==> src/hw/ext_irq_params.svh <==
// Purpose: Offsets, field positions, reset values for the extended irq unit
// Assumes: APB word addressing, byte address = 4 x register index
// Notes:   Included by the top design module
`ifndef EXT_IRQ_PARAMS_SVH
`define EXT_IRQ_PARAMS_SVH
`define IDX_TIMER_CONTROL   8'h88
`define IDX_EXT_CONFIG      8'he4
`define IDX_ENABLE_TWO      8'he7
`define IDX_PRIORITY_TWO    8'hf7
`define RST_TIMER_CONTROL   8'h00
`define RST_EXT_CONFIG      8'h01
`define RST_ENABLE_TWO      4'h0
`define RST_PRIORITY_TWO    4'h0
`define BIT_RADIO           2
`define BIT_RTC             2
`define POS_RADIO           3
`define POS_RTC             2
`define POS_MATCH           1
`define POS_WARN            0
`define POS_ZERO_EDGE       0
`define POS_ZERO_PENDING    1
`define POS_ONE_EDGE        2
`define POS_ONE_PENDING     3
`define POS_ZERO_POL        3
`define POS_ONE_POL         7
`define POS_ZERO_SEL        0
`define POS_ONE_SEL         4
`endif

==> src/hw/ext_irq_pkg.sv <==
// Purpose: Shared types for the extended irq unit
// Assumes: Constants live in ext_irq_params.svh
// Notes:   Four gated sources travel together in one struct
package ext_irq_pkg;
  typedef struct packed {
    logic radio_serial_port;
    logic rtc_osc_fail;
    logic port_match;
    logic supply_warning;
  } src_s;
  typedef enum logic [1:0] {
    idle,
    access
  } apb_state_e;
endpackage

==> src/hw/pin_sync.sv <==
// Purpose: Two-flop synchroniser for the port 0 pins
// Assumes: Pins asynchronous to clk
// Notes:   First stage feeds only the second
`timescale 1ns/10ps
`default_nettype none
module pin_sync (
  input  wire logic       clk,
  input  wire logic       rst,
  input  wire logic [7:0] d,
  output logic      [7:0] q
);
  logic [7:0] meta;
  logic [7:0] next_meta;
  logic [7:0] next_q;
  always_comb begin
    next_meta = d;
    next_q    = meta;
  end
  always_ff @(posedge clk or posedge rst) begin
    if (rst) begin
      // Idle high like a pulled-up pin, so active-low inputs start quiet
      meta <= 8'hff;
      q    <= 8'hff;
    end else begin
      meta <= next_meta;
      q    <= next_q;
    end
  end
endmodule
`default_nettype wire

==> src/hw/ext_pin_sense.sv <==
// Purpose: One external interrupt input: select, polarity, edge or level
// Assumes: pins already synchronised
// Notes:   Pending flag registered here
`timescale 1ns/10ps
`default_nettype none
module ext_pin_sense (
  input  wire logic       clk,
  input  wire logic       rst,
  input  wire logic [7:0] pins,
  input  wire logic [2:0] pin_select,
  input  wire logic       polarity,
  input  wire logic       edge_mode,
  input  wire logic       vector_ack,
  input  wire logic       sw_write,
  input  wire logic       sw_value,
  output logic            pending
);
  logic active;
  logic prev_active;
  logic next_prev_active;
  logic next_pending;
  always_comb begin
    active           = ~(pins[pin_select] ^ polarity);
    next_prev_active = active;
    next_pending     = pending;
    if (edge_mode) begin
      if (vector_ack || sw_write) begin
        next_pending = sw_write ? sw_value : 1'b0;
      end
      if (active && !prev_active) begin
        next_pending = 1'b1;
      end
    end else begin
      next_pending = active;
    end
  end
  always_ff @(posedge clk or posedge rst) begin
    if (rst) begin
      // Start as active: a pin already active at reset raises no edge
      prev_active <= 1'b1;
      pending     <= 1'b0;
    end else begin
      prev_active <= next_prev_active;
      pending     <= next_pending;
    end
  end
endmodule
`default_nettype wire

==> src/hw/ext_irq_enable_priority_unit.sv <==
// Purpose: Extended enable/priority two and external interrupt sensing
// Assumes: APB slave, one cycle access phase, zero wait states
// Notes:   Vectoring logic acknowledges external irqs by pulse
//
// Added by the designer: the APB interface to the registers.
`timescale 1ns/10ps
`default_nettype none
`include "ext_irq_params.svh"
module ext_irq_enable_priority_unit (
  input  wire logic               clk,
  input  wire logic               rst,
  input  wire logic               psel,
  input  wire logic               penable,
  input  wire logic               pwrite,
  input  wire logic [31:0]        paddr,
  input  wire logic [31:0]        pwdata,
  output logic      [31:0]        prdata,
  output logic                    pready,
  output logic                    pslverr,
  input  wire ext_irq_pkg::src_s  src_req,
  input  wire logic [7:0]         port0_pins,
  input  wire logic               ack_ext_zero,
  input  wire logic               ack_ext_one,
  output ext_irq_pkg::src_s       src_to_cpu,
  output ext_irq_pkg::src_s       src_high_priority,
  output logic                    ext_zero_request,
  output logic                    ext_one_request
);
  logic [3:0]  enable_two;
  logic [3:0]  priority_two;
  logic [7:0]  ext_config;
  logic [1:0]  edge_modes;
  logic [3:0]  timer_control_register_spare;
  logic [3:0]  next_enable_two;
  logic [3:0]  next_priority_two;
  logic [7:0]  next_ext_config;
  logic [1:0]  next_edge_modes;
  logic [3:0]  next_timer_control_register_spare;
  logic [31:0] next_prdata;
  logic        next_pready;
  logic        next_pslverr;
  ext_irq_pkg::src_s next_src_to_cpu;
  ext_irq_pkg::src_s next_src_high;
  logic        next_zero_req;
  logic        next_one_req;
  logic [7:0]  pins_sync;
  logic        pend_zero;
  logic        pend_one;
  logic        wr;
  logic        setup;
  logic [7:0]  index;
  logic        hit;
  logic        timer_control_register_wr;
  logic [7:0]  timer_control_register_view;

  pin_sync u_sync (
    .clk (clk),
    .rst (rst),
    .d   (port0_pins),
    .q   (pins_sync)
  );

  ext_pin_sense u_zero (
    .clk        (clk),
    .rst        (rst),
    .pins       (pins_sync),
    .pin_select (ext_config[`POS_ZERO_SEL +: 3]),
    .polarity   (ext_config[`POS_ZERO_POL]),
    .edge_mode  (edge_modes[0]),
    .vector_ack (ack_ext_zero),
    .sw_write   (timer_control_register_wr),
    .sw_value   (pwdata[`POS_ZERO_PENDING]),
    .pending    (pend_zero)
  );

  ext_pin_sense u_one (
    .clk        (clk),
    .rst        (rst),
    .pins       (pins_sync),
    .pin_select (ext_config[`POS_ONE_SEL +: 3]),
    .polarity   (ext_config[`POS_ONE_POL]),
    .edge_mode  (edge_modes[1]),
    .vector_ack (ack_ext_one),
    .sw_write   (timer_control_register_wr),
    .sw_value   (pwdata[`POS_ONE_PENDING]),
    .pending    (pend_one)
  );

  always_comb begin
    setup   = psel && !penable;
    wr      = setup && pwrite;
    // Upper address bits must be zero for a hit
    index   = paddr[9:2];
    hit     = (paddr[31:10] == 22'h000000) && (paddr[1:0] == 2'b00);
    timer_control_register_wr = wr && hit && (index == `IDX_TIMER_CONTROL);
    timer_control_register_view = {timer_control_register_spare, pend_one, edge_modes[1], pend_zero,
                 edge_modes[0]};
    next_enable_two   = enable_two;
    next_priority_two = priority_two;
    next_ext_config   = ext_config;
    next_edge_modes   = edge_modes;
    next_timer_control_register_spare   = timer_control_register_spare;
    next_prdata       = 32'h00000000;
    next_pready       = setup;
    next_pslverr      = 1'b0;
    if (setup) begin
      if (!hit) begin
        next_pslverr = 1'b1;
      end else begin
        case (index)
          `IDX_ENABLE_TWO: begin
            next_prdata = {28'h0000000, enable_two};
            if (pwrite) begin
              next_enable_two = pwdata[3:0];
            end
          end
          `IDX_PRIORITY_TWO: begin
            next_prdata = {28'h0000000, priority_two};
            if (pwrite) begin
              next_priority_two = pwdata[3:0];
            end
          end
          `IDX_EXT_CONFIG: begin
            next_prdata = {24'h000000, ext_config};
            if (pwrite) begin
              next_ext_config = pwdata[7:0];
            end
          end
          `IDX_TIMER_CONTROL: begin
            next_prdata = {24'h000000, timer_control_register_view};
            if (pwrite) begin
              next_edge_modes = {pwdata[`POS_ONE_EDGE],
                                 pwdata[`POS_ZERO_EDGE]};
              next_timer_control_register_spare = pwdata[7:4];
            end
          end
          default: begin
            next_pslverr = 1'b1;
          end
        endcase
      end
    end
    next_src_to_cpu.radio_serial_port =
      src_req.radio_serial_port & enable_two[`POS_RADIO];
    next_src_to_cpu.rtc_osc_fail =
      src_req.rtc_osc_fail & enable_two[`POS_RTC];
    next_src_to_cpu.port_match =
      src_req.port_match & enable_two[`POS_MATCH];
    next_src_to_cpu.supply_warning =
      src_req.supply_warning & enable_two[`POS_WARN];
    next_src_high.radio_serial_port = priority_two[`POS_RADIO];
    next_src_high.rtc_osc_fail      = priority_two[`POS_RTC];
    next_src_high.port_match        = priority_two[`POS_MATCH];
    next_src_high.supply_warning    = priority_two[`POS_WARN];
    next_zero_req = pend_zero;
    next_one_req  = pend_one;
  end

  always_ff @(posedge clk or posedge rst) begin
    if (rst) begin
      enable_two        <= `RST_ENABLE_TWO;
      priority_two      <= `RST_PRIORITY_TWO;
      ext_config        <= `RST_EXT_CONFIG;
      edge_modes        <= 2'b00;
      timer_control_register_spare        <= 4'h0;
      prdata            <= 32'h00000000;
      pready            <= 1'b0;
      pslverr           <= 1'b0;
      src_to_cpu        <= '0;
      src_high_priority <= '0;
      ext_zero_request  <= 1'b0;
      ext_one_request   <= 1'b0;
    end else begin
      enable_two        <= next_enable_two;
      priority_two      <= next_priority_two;
      ext_config        <= next_ext_config;
      edge_modes        <= next_edge_modes;
      timer_control_register_spare        <= next_timer_control_register_spare;
      prdata            <= next_prdata;
      pready            <= next_pready;
      pslverr           <= next_pslverr;
      src_to_cpu        <= next_src_to_cpu;
      src_high_priority <= next_src_high;
      ext_zero_request  <= next_zero_req;
      ext_one_request   <= next_one_req;
    end
  end
endmodule
`default_nettype wire

==> config.mk <==
export PLATFORM = sky130hd
export DESIGN_NAME = ext_irq_enable_priority_unit
export DESIGN_NICKNAME = d
export VERILOG_FILES = /design/src/hw/ext_irq_pkg.sv /design/src/hw/pin_sync.sv /design/src/hw/ext_pin_sense.sv /design/src/hw/ext_irq_enable_priority_unit.sv
export VERILOG_INCLUDE_DIRS = /design/src /design/src/hw
export SDC_FILE = /design/constraint.sdc
export NUM_CORES = 1
export LEC_CHECK = 0
export BUFFER_PORTS_ARGS = -buffer_cell sky130_fd_sc_hd__buf_2
export CAP_MARGIN = 10
export CORE_ASPECT_RATIO = 1.25
export CORE_MARGIN = 4
export CORE_UTILIZATION = 25
export CTS_BUF_LIST = sky130_fd_sc_hd__clkbuf_8
export CTS_CLUSTER_SIZE = 12
export DETAILED_ROUTE_END_ITERATION = 10
export PLACE_DENSITY = 0.51
export SYNTH_ARGS = -nofsm -noshare
export SYNTH_HDL_FRONTEND = slang
export SYNTH_SLANG_ARGS = --single-unit
==> constraint.sdc <==
create_clock -name clk -period 1.9 [get_ports clk]
set_clock_uncertainty 0.2 [all_clocks]
set_input_delay 0.38 -clock clk [delete_from_list [all_inputs] [get_ports clk]]
set_output_delay 0.38 -clock clk [all_outputs]
set_load 0.005 [all_outputs]
==> metrics.yaml, run 1 <==
clock_network:
  ctsHtreeMaxLevel: 3
  clockRootBuffer: "clkbuf_8"
  cts_tree: "done"
  cts.sinks: 62
  path_clk_slew_ps: 70
  cts_buffers: 9
  clock_latency_ps: 330
  clock_path_buffers: 2
timing:
  setup_ws_ps: -179
  rsz0062_at_grt: "yes"
  min_period_over_period_pct: 109
  hold_slack_ps: 55.5
  worstMarginPinSlew_ps: 518
  finalHoldViolations: 0
  period_minus_slack_ps: 2080
  setup_violations: 2
  slew_viol_final: 0
  slew_headroom_pct: 65.1
  max_freq_mhz: 481
yosys:
  synth_top_area_cell: "dfrtp_1"
  synth-seq-cells: 62
  postSynthAreaPerCell_um2: 13.5
  async_flop_share_pct: 100
  synth_cell_types: 30
  ys_warn_count: 0
  ys_seq_area_share_pct: 60.4
  syn_area_um2: 2610
  synth_flop_cell: "dfrtp_1"
  synth_area_leaders: "dfrtp_1 (41%), dfstp_2 (19%), mux2_2 (9.5%), buf_4 (7.5%), a22oi_1 (3.5%)"
  synth_top_cell_area_share_pct: 41.3
  synthCells: 193
  synth_edf_count: 0
outcome:
  status: "finished with violations"
  violations: "negative setup slack"
die:
  boundaryPins: 127
  fp-row-count: 41
  die_w_um: 99.3
  core_um2: 10200
  dieArea_um2: 12100
  start_util_pct: 25.7
  die_height_um: 122
global_route:
  gr-total-overflow: 0
  grt_pass1_wl_um: 8980
  grt_max_degree: 33
  antenna_found_initial: 0
  track_usage_pct: 9.64
  grt_pass1_vias: 1829
critical_path:
  critPathLaunchType: "flip-flop"
  cp.arrival_ps: 2100
  worstPathCellList: "mux4_2 -> mux2i_1 -> xor2_1 -> a21boi_1 -> a311o_1"
  slowest_stage: "dfstp_2"
  critPathKind: "flip-flop to flip-flop"
  critPathMaxFanout: 3
  end_kind: "flip-flop"
  cp.required_ps: 1920
  worst_path_largest_cell_delay_ps: 570
final_layout:
  multi_input_area_um2: 920
  drive_above_1_share_pct: 53.2
  post-route-util_pct: 34.9
  ff_latch_area_um2: 1580
  fillers: 1062
  instances_no_fill: 445
  synthToLayoutAreaGrowth_pct: 35.8
  n_antenna_cell: 0
  fin_nets: 394
pwr:
  total_power_mw: 2.66
  ir_worst_vdd_v: 0.000363
  power_density_nw_per_um2: 751
  p_leak_nw: 1.74
run:
  max-cap-violations: 0
placed_design:
  dp_hpwl_um: 4320
  pre_cts_slack_ps: -291
  placed_cells: 419
  io_buffers: 78
  gp_congestion: 0.819
detailed_routing:
  drt_iter0_markers: 34
  finalWirelength_um: 5580
  vias_per_cell: 4.15
  vias: 1846
  ant_nets: 0
  firstDrtPassIters: 4
  drc_errors: 0
  avgRoutedWirePerCell_um: 12.5
min_path:
  min_path_type: "primary input to flip-flop"
logic make-up after synthesis:
logic type | count (synthesis) | share of synthesized area, %
compound gates | 23 | 6.24
mux | 28 | 13.7
simple gates | 47 | 10.7
buf+inv | 30 | 8.11
other cells | 1 | 0.144
flops | 62 | 60.4
xor+xnor | 2 | 0.672
layout make-up:
cell class                 instances  share of cell area [%]
clock inverter                     7                    1.84
clock buffer                       9                    3.50
sequential                        62                    44.5
multi-input combinational        124                    26.0
inverter                           1                   0.212
timing repair buffer             113                    19.4
tap                              129                    4.56
cells in the final DEF, fill, tap and decap left out, types with 5 or more instances in the layout:
cell type	synthesis	final
a22oi_1	12	12
and2_1	8	8
buf_2	1	78
buf_4	26	25
clkbuf_8	0	9
conb_1	1	24
dfrtp_1	43	43
dfstp_2	19	19
dlygate4sd3_1	0	9
mux2_2	22	22
nand2_1	6	6
nor2_1	10	10
nor4_1	6	5
o21ai_0	6	6
report_power, final:
group / switching [mW] / total [mW] / internal [mW]
registers: 0.00919 / 1.37 / 1.36
clock network: 0.512 / 1.11 / 0.596
logic: 0.0894 / 0.182 / 0.0928
routing by layer:
metal | GRT usage, % | up-vias | routed length, um
met2 | 16.0 | 64 | 2950
met3 | 2.98 | 9 | 387
met1 | 11.1 | 892 | 2150
met4 | 5.21 | 0 | 97
met5 | 0 | - | 0
li1 | - | 881 | -
cell usage after synthesis (2+ instances only):
cell type,n
nand4_1,2
a22oi_1,12
a21boi_1,2
nor4_1,6
buf_4,26
nand2_1,6
nor3_1,3
mux2_2,22
nor2_1,10
xor2_1,2
and2_1,8
a311o_1,2
and3_1,2
dfstp_2,19
dfrtp_1,43
clkbuf_1,2
mux2i_1,2
o21ai_0,6
mux4_2,4
nand3_1,4
what timing repair did:
action	in CTS	in global routing
setup endpoints to repair	2	11
endpoints found under the hold margin	22	0
pin swaps	2	3
hold buffers	9	0
setup buffers	1	2
resized for setup	1	2
worst max-delay path: cells and delay by family, from the launching register on:
family / cells / cell delay (ps)
DFF: 1 / 570
muxes: 2 / 680
AOI/OAI and AO/OA: 2 / 410
xor gates and xnor gates: 1 / 100
worst paths after layout:
kind / depth (start not counted) / slack (ps) / end / from
worst min register to register: 0 / 160 / u_sync.q[3] / u_sync.meta[3]
worst max-delay path: 5 / -180 / u_zero.pending / ext_config[0]
worst max register to register: 5 / -180 / u_zero.pending / ext_config[0]
worst min-delay path: 2 / 60 / src_to_cpu[1] / src_req[1]
min in group asynchronous: 3 / 390 / prdata[5] / rst
max in group asynchronous: 4 / 530 / u_sync.meta[4] / rst
sequential cells by signal, indices dropped and copies added, names as in the netlist:
signal                        flops
u_sync.meta                       8
ext_config                        8
timer_control_register_spare      4
next_src_high                     4
pslverr                           1
prdata                            8
pready                            1
u_sync.q                          8
src_high_priority                 4
enable_two                        4
ext_zero_request                  1
u_zero.prev_active                1
u_zero.pending                    1
src_to_cpu                        4
u_one.pending                     1
ext_one_request                   1
u_one.prev_active                 1
edge_modes                        2
per-stage QoR:
| step | instance area [um^2] | setup TNS, ps |
|---|---|---|
| floorplan | 2700 | -88.9 |
| global placement | 3240 | -5910 |
| detailed placement | 3240 | -5890 |
| CTS | 3530 | -276 |
| global route | 3540 | -359 |
| finish | 3540 | -192 |
Power figures use the tool's default switching activity.
==> inputs of run 2 (changes only) <==
CORE_ASPECT_RATIO = 0.9   (was 1.25)
RECOVER_POWER = 100   (was unset)
==> run 2 against run 1 <==
The run still ends with negative setup slack left. First-iteration DRC count rose by 26%. Worst hold slack got worse by 28 ps. Utilization fell by 0.29 points. Global-route usage rose by 0.31 points. Via count fell by 0.70%. Sequential cell count did not move. Sequential power barely moved. Die area barely moved. Final area fell by 0.39%. Combinational power barely moved. Total power rose by 1.5%.
==> metrics.yaml, run 2 (synthesized netlist as in run 1, its figures left out) <==
timing:
  rsz0062_at_grt: "yes"
  setup_violations: 10  # +8
  fin_setup_tns_ps: -1070  # -877 ps
  period_minus_slack_ps: 2060  # -20.1 ps
  max_freq_mhz: 486  # +0.97%
  finalHoldViolations: 0  # unchanged
  worstMarginPinSlew_ps: 815  # +298 ps
  slew_viol_final: 0  # unchanged
  slew_headroom_pct: 45.6  # -19 points
  min_period_over_period_pct: 108  # -1.1 points
  setup_ws_ps: -159  # +20.1 ps
pwr:
  total_power_mw: 2.70  # +1.5%
  p_leak_nw: 1.67  # -4.2%
  power_density_nw_per_um2: 765  # +1.8%
  ir_worst_vdd_v: 0.000281  # -22%
global_route:
  gr-total-overflow: 0  # unchanged
  grt_max_degree: 63  # +91%
  grtUsageMet1_pct: 12.5  # +1.5 points
  grt_pass1_vias: 1833  # +0.22%
  use_met3_pct: 4.40  # +1.4 points
  grt_use_met2_pct: 15.3  # -0.64 points
  grt-busiest-layer: "met2"
  antenna_found_initial: 0  # unchanged
  track_usage_pct: 9.95  # +0.31 points
  grt_pass1_wl_um: 9190  # +2.3%
die:
  fp-row-count: 35  # -15%
  dieArea_um2: 12100  # about the same
  die_w_um: 116  # +16%
  core_um2: 10200  # +0.46%
  start_util_pct: 25.6  # -0.12 points
  die_height_um: 105  # -14%
  boundaryPins: 127  # unchanged
detailed_routing:
  drt_iter0_markers: 43  # +26%
  vias: 1833  # -0.70%
  finalWirelength_um: 5840  # +4.7%
  drc_errors: 0  # unchanged
  avgRoutedWirePerCell_um: 13.2  # +5.6%
  vias_per_cell: 4.16  # +0.20%
  ant_nets: 0  # unchanged
  firstDrtPassIters: 4  # unchanged
critical_path:
  r2r_slack_ps: -160  # +20 ps
  end_kind: "flip-flop"
  slowest_stage: "dfstp_2"
  reg2reg_from: "ext_config[0]"
  regToRegEndpoint: "u_zero.pending"
  critPathKind: "flip-flop to flip-flop"
  cp.required_ps: 1920  # about the same
  cp.arrival_ps: 2080  # -20 ps
  r2r_cells: 5  # unchanged
  worst_path_largest_cell_delay_ps: 570  # about the same
  critPathMaxFanout: 3  # unchanged
  critPathBufInv: 0  # unchanged
  worstPathCellList: "mux4_2 -> mux2i_2 -> xor2_1 -> a21boi_1 -> a311o_1"
  critPathLaunchType: "flip-flop"
  cp_top_family: "multiplexers"
final_layout:
  ff_latch_area_um2: 1580  # unchanged
  final_area_um2: 3530  # -0.39%
  final_cell_mix: "buf_2 (63), dfrtp_1 (43), conb_1 (24)"
  instances_no_fill: 441  # -0.90%
  fillers: 1025  # -3.5%
  synthToLayoutAreaGrowth_pct: 35.3
  layout_commonest_cell: "buf_2"
  fin_nets: 390  # -1.0%
  multi_input_area_um2: 935  # +1.6%
  drive_above_1_share_pct: 48.7  # -4.4 points
  n_antenna_cell: 0  # unchanged
run:
  max-cap-violations: 0  # unchanged
placed_design:
  gp_congestion: 0.788  # -3.8%
  placed_cells: 413  # -1.4%
  placed_area_um2: 3220  # -0.62%
  io_buffers: 78  # unchanged
  pre_cts_slack_ps: -400  # -108 ps
  dp_hpwl_um: 4340  # +0.34%
min_path:
  hold_end: "pready"
  worstHoldPathCells: 2  # unchanged
  hp-start: "penable"
  min_path_type: "primary input to flip-flop"
outcome:
  status: "finished with violations"
  violations: "negative setup slack"
clock_network:
  ctsHtreeMaxLevel: 3  # unchanged
  cts.sinks: 62  # unchanged
  clock_path_buffers: 2  # unchanged
  clock_latency_ps: 330  # about the same
  clockRootBuffer: "clkbuf_8"
  path_clk_slew_ps: 70  # about the same
  cts_tree: "done"
  cts_buffers: 9  # unchanged
## run 2: cell count changes in the layout (fill, tap and decap cells not counted), sizes merged
| cell | before | now |
|---|---|---|
| clkinvlp | 2 | 1 |
| buf | 104 | 84 |
| inv | 0 | 3 |
| clkbuf | 9 | 26 |
| clkinv | 5 | 2 |
## run 2: how the worst max path moves through the flow
| stage | depth (start not counted) | to | startpoint | slack [ps] |
|---|---|---|---|---|
| finish | 5 | u_zero.pending | ext_config[0] | -160 |
| global route | 5 | u_zero.pending | ext_config[0] | -240 |
| CTS | 5 | u_zero.pending | ext_config[0] | -190 |
| detailed placement | 6 | enable_two[3] | paddr[29] | -400 |
| global placement | 6 | next_src_high[0] | paddr[29] | -410 |
| floorplan | 5 | u_zero.pending | ext_config[0] | -90 |
## run 2: timing repair
item	CTS	global route
resized for setup	4	9
setup endpoints to repair	10	25
hold endpoints to repair	51	0
buffers inserted	3	2
hold buffers	9	0
pin swaps	5	7
## run 2: layout make-up
| cell class | count | area share (%) |
|---|---|---|
| clock buffers | 10 | 3.90 |
| clock inverters | 6 | 1.70 |
| inverters | 1 | 0.213 |
| multi-input cells | 124 | 26.5 |
| flip-flops and latches | 62 | 44.7 |
| well taps | 129 | 4.58 |
| repair buffers | 109 | 18.4 |
## run 2: where the power goes
group | total [mW] | switching (mW) | leakage, nW | internal (mW)
Combinational | 0.182 | 0.0907 | 0.768 | 0.0910
Clock | 1.15 | 0.508 | 0.108 | 0.638
Sequential | 1.37 | 0.00968 | 0.789 | 1.36
Total | 2.70 | 0.608 | 1.67 | 2.09
## run 2: layer usage
layer  wire [um]  part of all wire, %
met5           0                    0
met4          51                 0.87
met3         628                   11
met2        2730                   47
met1        2430                   42
## run 2: per-stage QoR
| stage | util (%) | hold WS, ps |
|---|---|---|
| 2_1_floorplan | - | 145 |
| 3_3_place_gp | 31.6 | 148 |
| 3_5_place_dp | 31.6 | 147 |
| 4_1_cts | 34.8 | 11.2 |
| 5_1_grt | 34.6 | 18.9 |
| 6_report | 34.6 | 27.2 |
==> inputs of run 3 (changes only) <==
GPL_ROUTABILITY_DRIVEN = 0   (was unset)
SYNTH_HIERARCHICAL = 1   (was unset)
==> run 3 against run 2 <==
The run still ends with negative setup slack left. Cell count increased by 8.8%. Via count increased by 5.3%. Total power fell by 2.7%. Critical path depth is 1 higher. Setup slack better by 150 ps. Die area is 8.2% higher. Largest cell class unchanged. Largest power group unchanged.
==> metrics.yaml, run 3 <==
timing:
  finalHoldViolations: 0  # unchanged
  worstMarginPinSlew_ps: 676  # -139 ps
  rsz0062_at_grt: "yes"
  hold_slack_ps: 62.0  # +34.9 ps
  period_minus_slack_ps: 1910  # -151 ps
  min_period_over_period_pct: 100  # -8.0 points
  max_freq_mhz: 524  # +7.9%
  slew_viol_final: 0  # unchanged
  setup_ws_ps: -7.82  # +151 ps
  fin_setup_tns_ps: -16.4  # +1050 ps
  slew_headroom_pct: 54.6  # +9.0 points
  setup_violations: 4  # -6
yosys:
  async_flop_share_pct: 100  # unchanged
  synth_top_cell_area_share_pct: 37.9  # -3.4 points
  synth-seq-cells: 62  # unchanged
  synth_common_cells: "dfrtp_1 (43), buf_4 (24), dfstp_2 (19), mux2_4 (14), mux2_2 (12)"
  synth_top_area_cell: "dfrtp_1"
  ys_seq_area_share_pct: 55.5  # -4.9 points
  synth_edf_count: 0  # unchanged
  ys_warn_count: 6  # +6
  synthCells: 208  # +7.8%
  synth_area_leaders: "dfrtp_1 (38%), dfstp_2 (18%), mux2_4 (7.4%), buf_4 (6.3%), mux2_2 (4.8%)"
  synth_flop_cell: "dfrtp_1"
  synth.most_common_cell: "dfrtp_1"
  synth_cell_types: 38  # +27%
  syn_area_um2: 2840  # +8.9%
  postSynthAreaPerCell_um2: 13.6  # +1.0%
clock_network:
  clock_latency_ps: 330  # about the same
  cts_tree: "done"
  ctsHtreeMaxLevel: 3  # unchanged
  cts_buffers: 9  # unchanged
  cts.sinks: 62  # unchanged
  path_clk_slew_ps: 70  # about the same
  clock_path_buffers: 2  # unchanged
  clockRootBuffer: "clkbuf_8"
final_layout:
  synthToLayoutAreaGrowth_pct: 29.7
  layout_commonest_cell: "buf_2"
  final_cell_mix: "buf_2 (62), dfrtp_1 (43), conb_1 (24)"
  fin_nets: 406  # +4.1%
  ff_latch_area_um2: 1580  # unchanged
  n_antenna_cell: 0  # unchanged
  post-route-util_pct: 33.6  # -0.93 points
  drive_above_1_share_pct: 46.3  # -2.4 points
  final_area_um2: 3680  # +4.4%
  fillers: 1124  # +9.7%
  instances_no_fill: 480  # +8.8%
  multi_input_area_um2: 1070  # +14%
critical_path:
  end_kind: "flip-flop"
  slowest_stage: "or4_4"
  cp.arrival_ps: 1920  # -160 ps
  critPathMaxFanout: 5  # +2
  cp-startpoint: "paddr[15]"
  r2r_slack_ps: 20  # +180 ps
  cp_top_family: "simple AND/OR/NAND/NOR gates"
  endpoint: "next_src_high[1]"
  critPathKind: "primary input to flip-flop"
  regToRegEndpoint: "u_zero/pending"
  r2r_cells: 4  # -1
  critPathLaunchType: "primary input"
  critPathBufInv: 2  # +2
  reg2reg_from: "ext_config[0]"
  worst_path_largest_cell_delay_ps: 520  # -50 ps
  worstPathCellList: "buf_2 -> or4_4 -> nor2_2 -> buf_4 -> and4_4 -> mux2_4"
  path_depth: 6  # +1
  cp.required_ps: 1920  # about the same
detailed_routing:
  vias: 1931  # +5.3%
  ant_nets: 0  # unchanged
  drc_errors: 0  # unchanged
  vias_per_cell: 4.02  # -3.2%
  finalWirelength_um: 6690  # +15%
  avgRoutedWirePerCell_um: 13.9  # +5.2%
  drt_iter0_markers: 59  # +37%
  firstDrtPassIters: 4  # unchanged
outcome:
  violations: "negative setup slack"
  status: "finished with violations"
placed_design:
  placed_area_um2: 3430  # +6.5%
  placed_cells: 450  # +9.0%
  pre_cts_slack_ps: -354  # +45.3 ps
  dp_hpwl_um: 5090  # +17%
  io_buffers: 78  # unchanged
min_path:
  min_path_type: "primary input to flip-flop"
  worstHoldPathCells: 2  # unchanged
global_route:
  grt_pass1_wl_um: 10500  # +14%
  track_usage_pct: 10.4  # +0.46 points
  grt_max_degree: 43  # -32%
  antenna_found_initial: 1  # +1
  grt_pass1_vias: 2067  # +13%
  gr-total-overflow: 0  # unchanged
die:
  start_util_pct: 25.9  # +0.38 points
  dieArea_um2: 13100  # +8.2%
  core_um2: 10900  # +7.3%
  boundaryPins: 127  # unchanged
  die_height_um: 109  # +4.0%
  fp-row-count: 36  # +2.9%
  die_w_um: 120  # +4.0%
run:
  max-cap-violations: 0  # unchanged
pwr:
  power_density_nw_per_um2: 713  # -6.8%
  total_power_mw: 2.62  # -2.7%
  ir_worst_vdd_v: 0.000235  # -16%
  p_leak_nw: 1.75  # +5.3%
==> run 3: layout make-up <==
| cell class | count | area share, % |
|---|---|---|
| timing repair buffer | 109 | 17.1 |
| clock inverter | 4 | 0.578 |
| clock buffer | 12 | 4.49 |
| inverter | 9 | 0.917 |
| multi-input combinational | 132 | 28.9 |
| sequential | 62 | 42.8 |
| tap | 152 | 5.16 |
==> run 3: routing by layer <==
layer	up-vias	routed length (um)	track usage, %
met5	-	7	0
met4	2	96	4.13
met3	7	652	4.41
met2	85	2980	16.6
met1	916	2950	12.5
li1	921	-	-
==> run 3: cell families (layout without fill, tap and decap cells) <==
logic type / after synthesis / after routing / share of synthesized area (%)
AOI/OAI and AO/OA: 18 / 18 / 4.23
xor gates and xnor gates: 2 / 2 / 0.617
buffers and inverters: 37 / 134 / 9.25
DFF: 62 / 62 / 55.5
muxes: 32 / 32 / 16.6
other: 1 / 24 / 0.132
and+or+nand+nor: 56 / 56 / 13.7
==> run 3: worst min-delay path by stage <==
stage	from	to	slack, ps
after floorplan	rst	u_one/pending	-80
after global placement	rst	u_zero/pending	70
after detailed placement	rst	u_zero/pending	80
after CTS	src_req[3]	src_to_cpu[3]	40
after global routing	src_req[0]	src_to_cpu[0]	40
final	src_req[0]	src_to_cpu[0]	60
==> run 3: what timing repair did <==
| item | CTS | global route |
|---|---|---|
| buffers inserted | 1 | 4 |
| endpoints found under the setup margin | 1 | 4 |
| hold endpoints to repair | 53 | 0 |
| gates cloned | 0 | 0 |
| hold buffers | 9 | 0 |
| pin swaps | 2 | 3 |
| gates resized for setup | 2 | 2 |
==> run 3: report_power, final <==
part / internal [mW] / switching (mW)
Sequential: 1.36 / 0.0105
Combinational: 0.0879 / 0.0981
Clock: 0.571 / 0.496
Total: 2.02 / 0.604
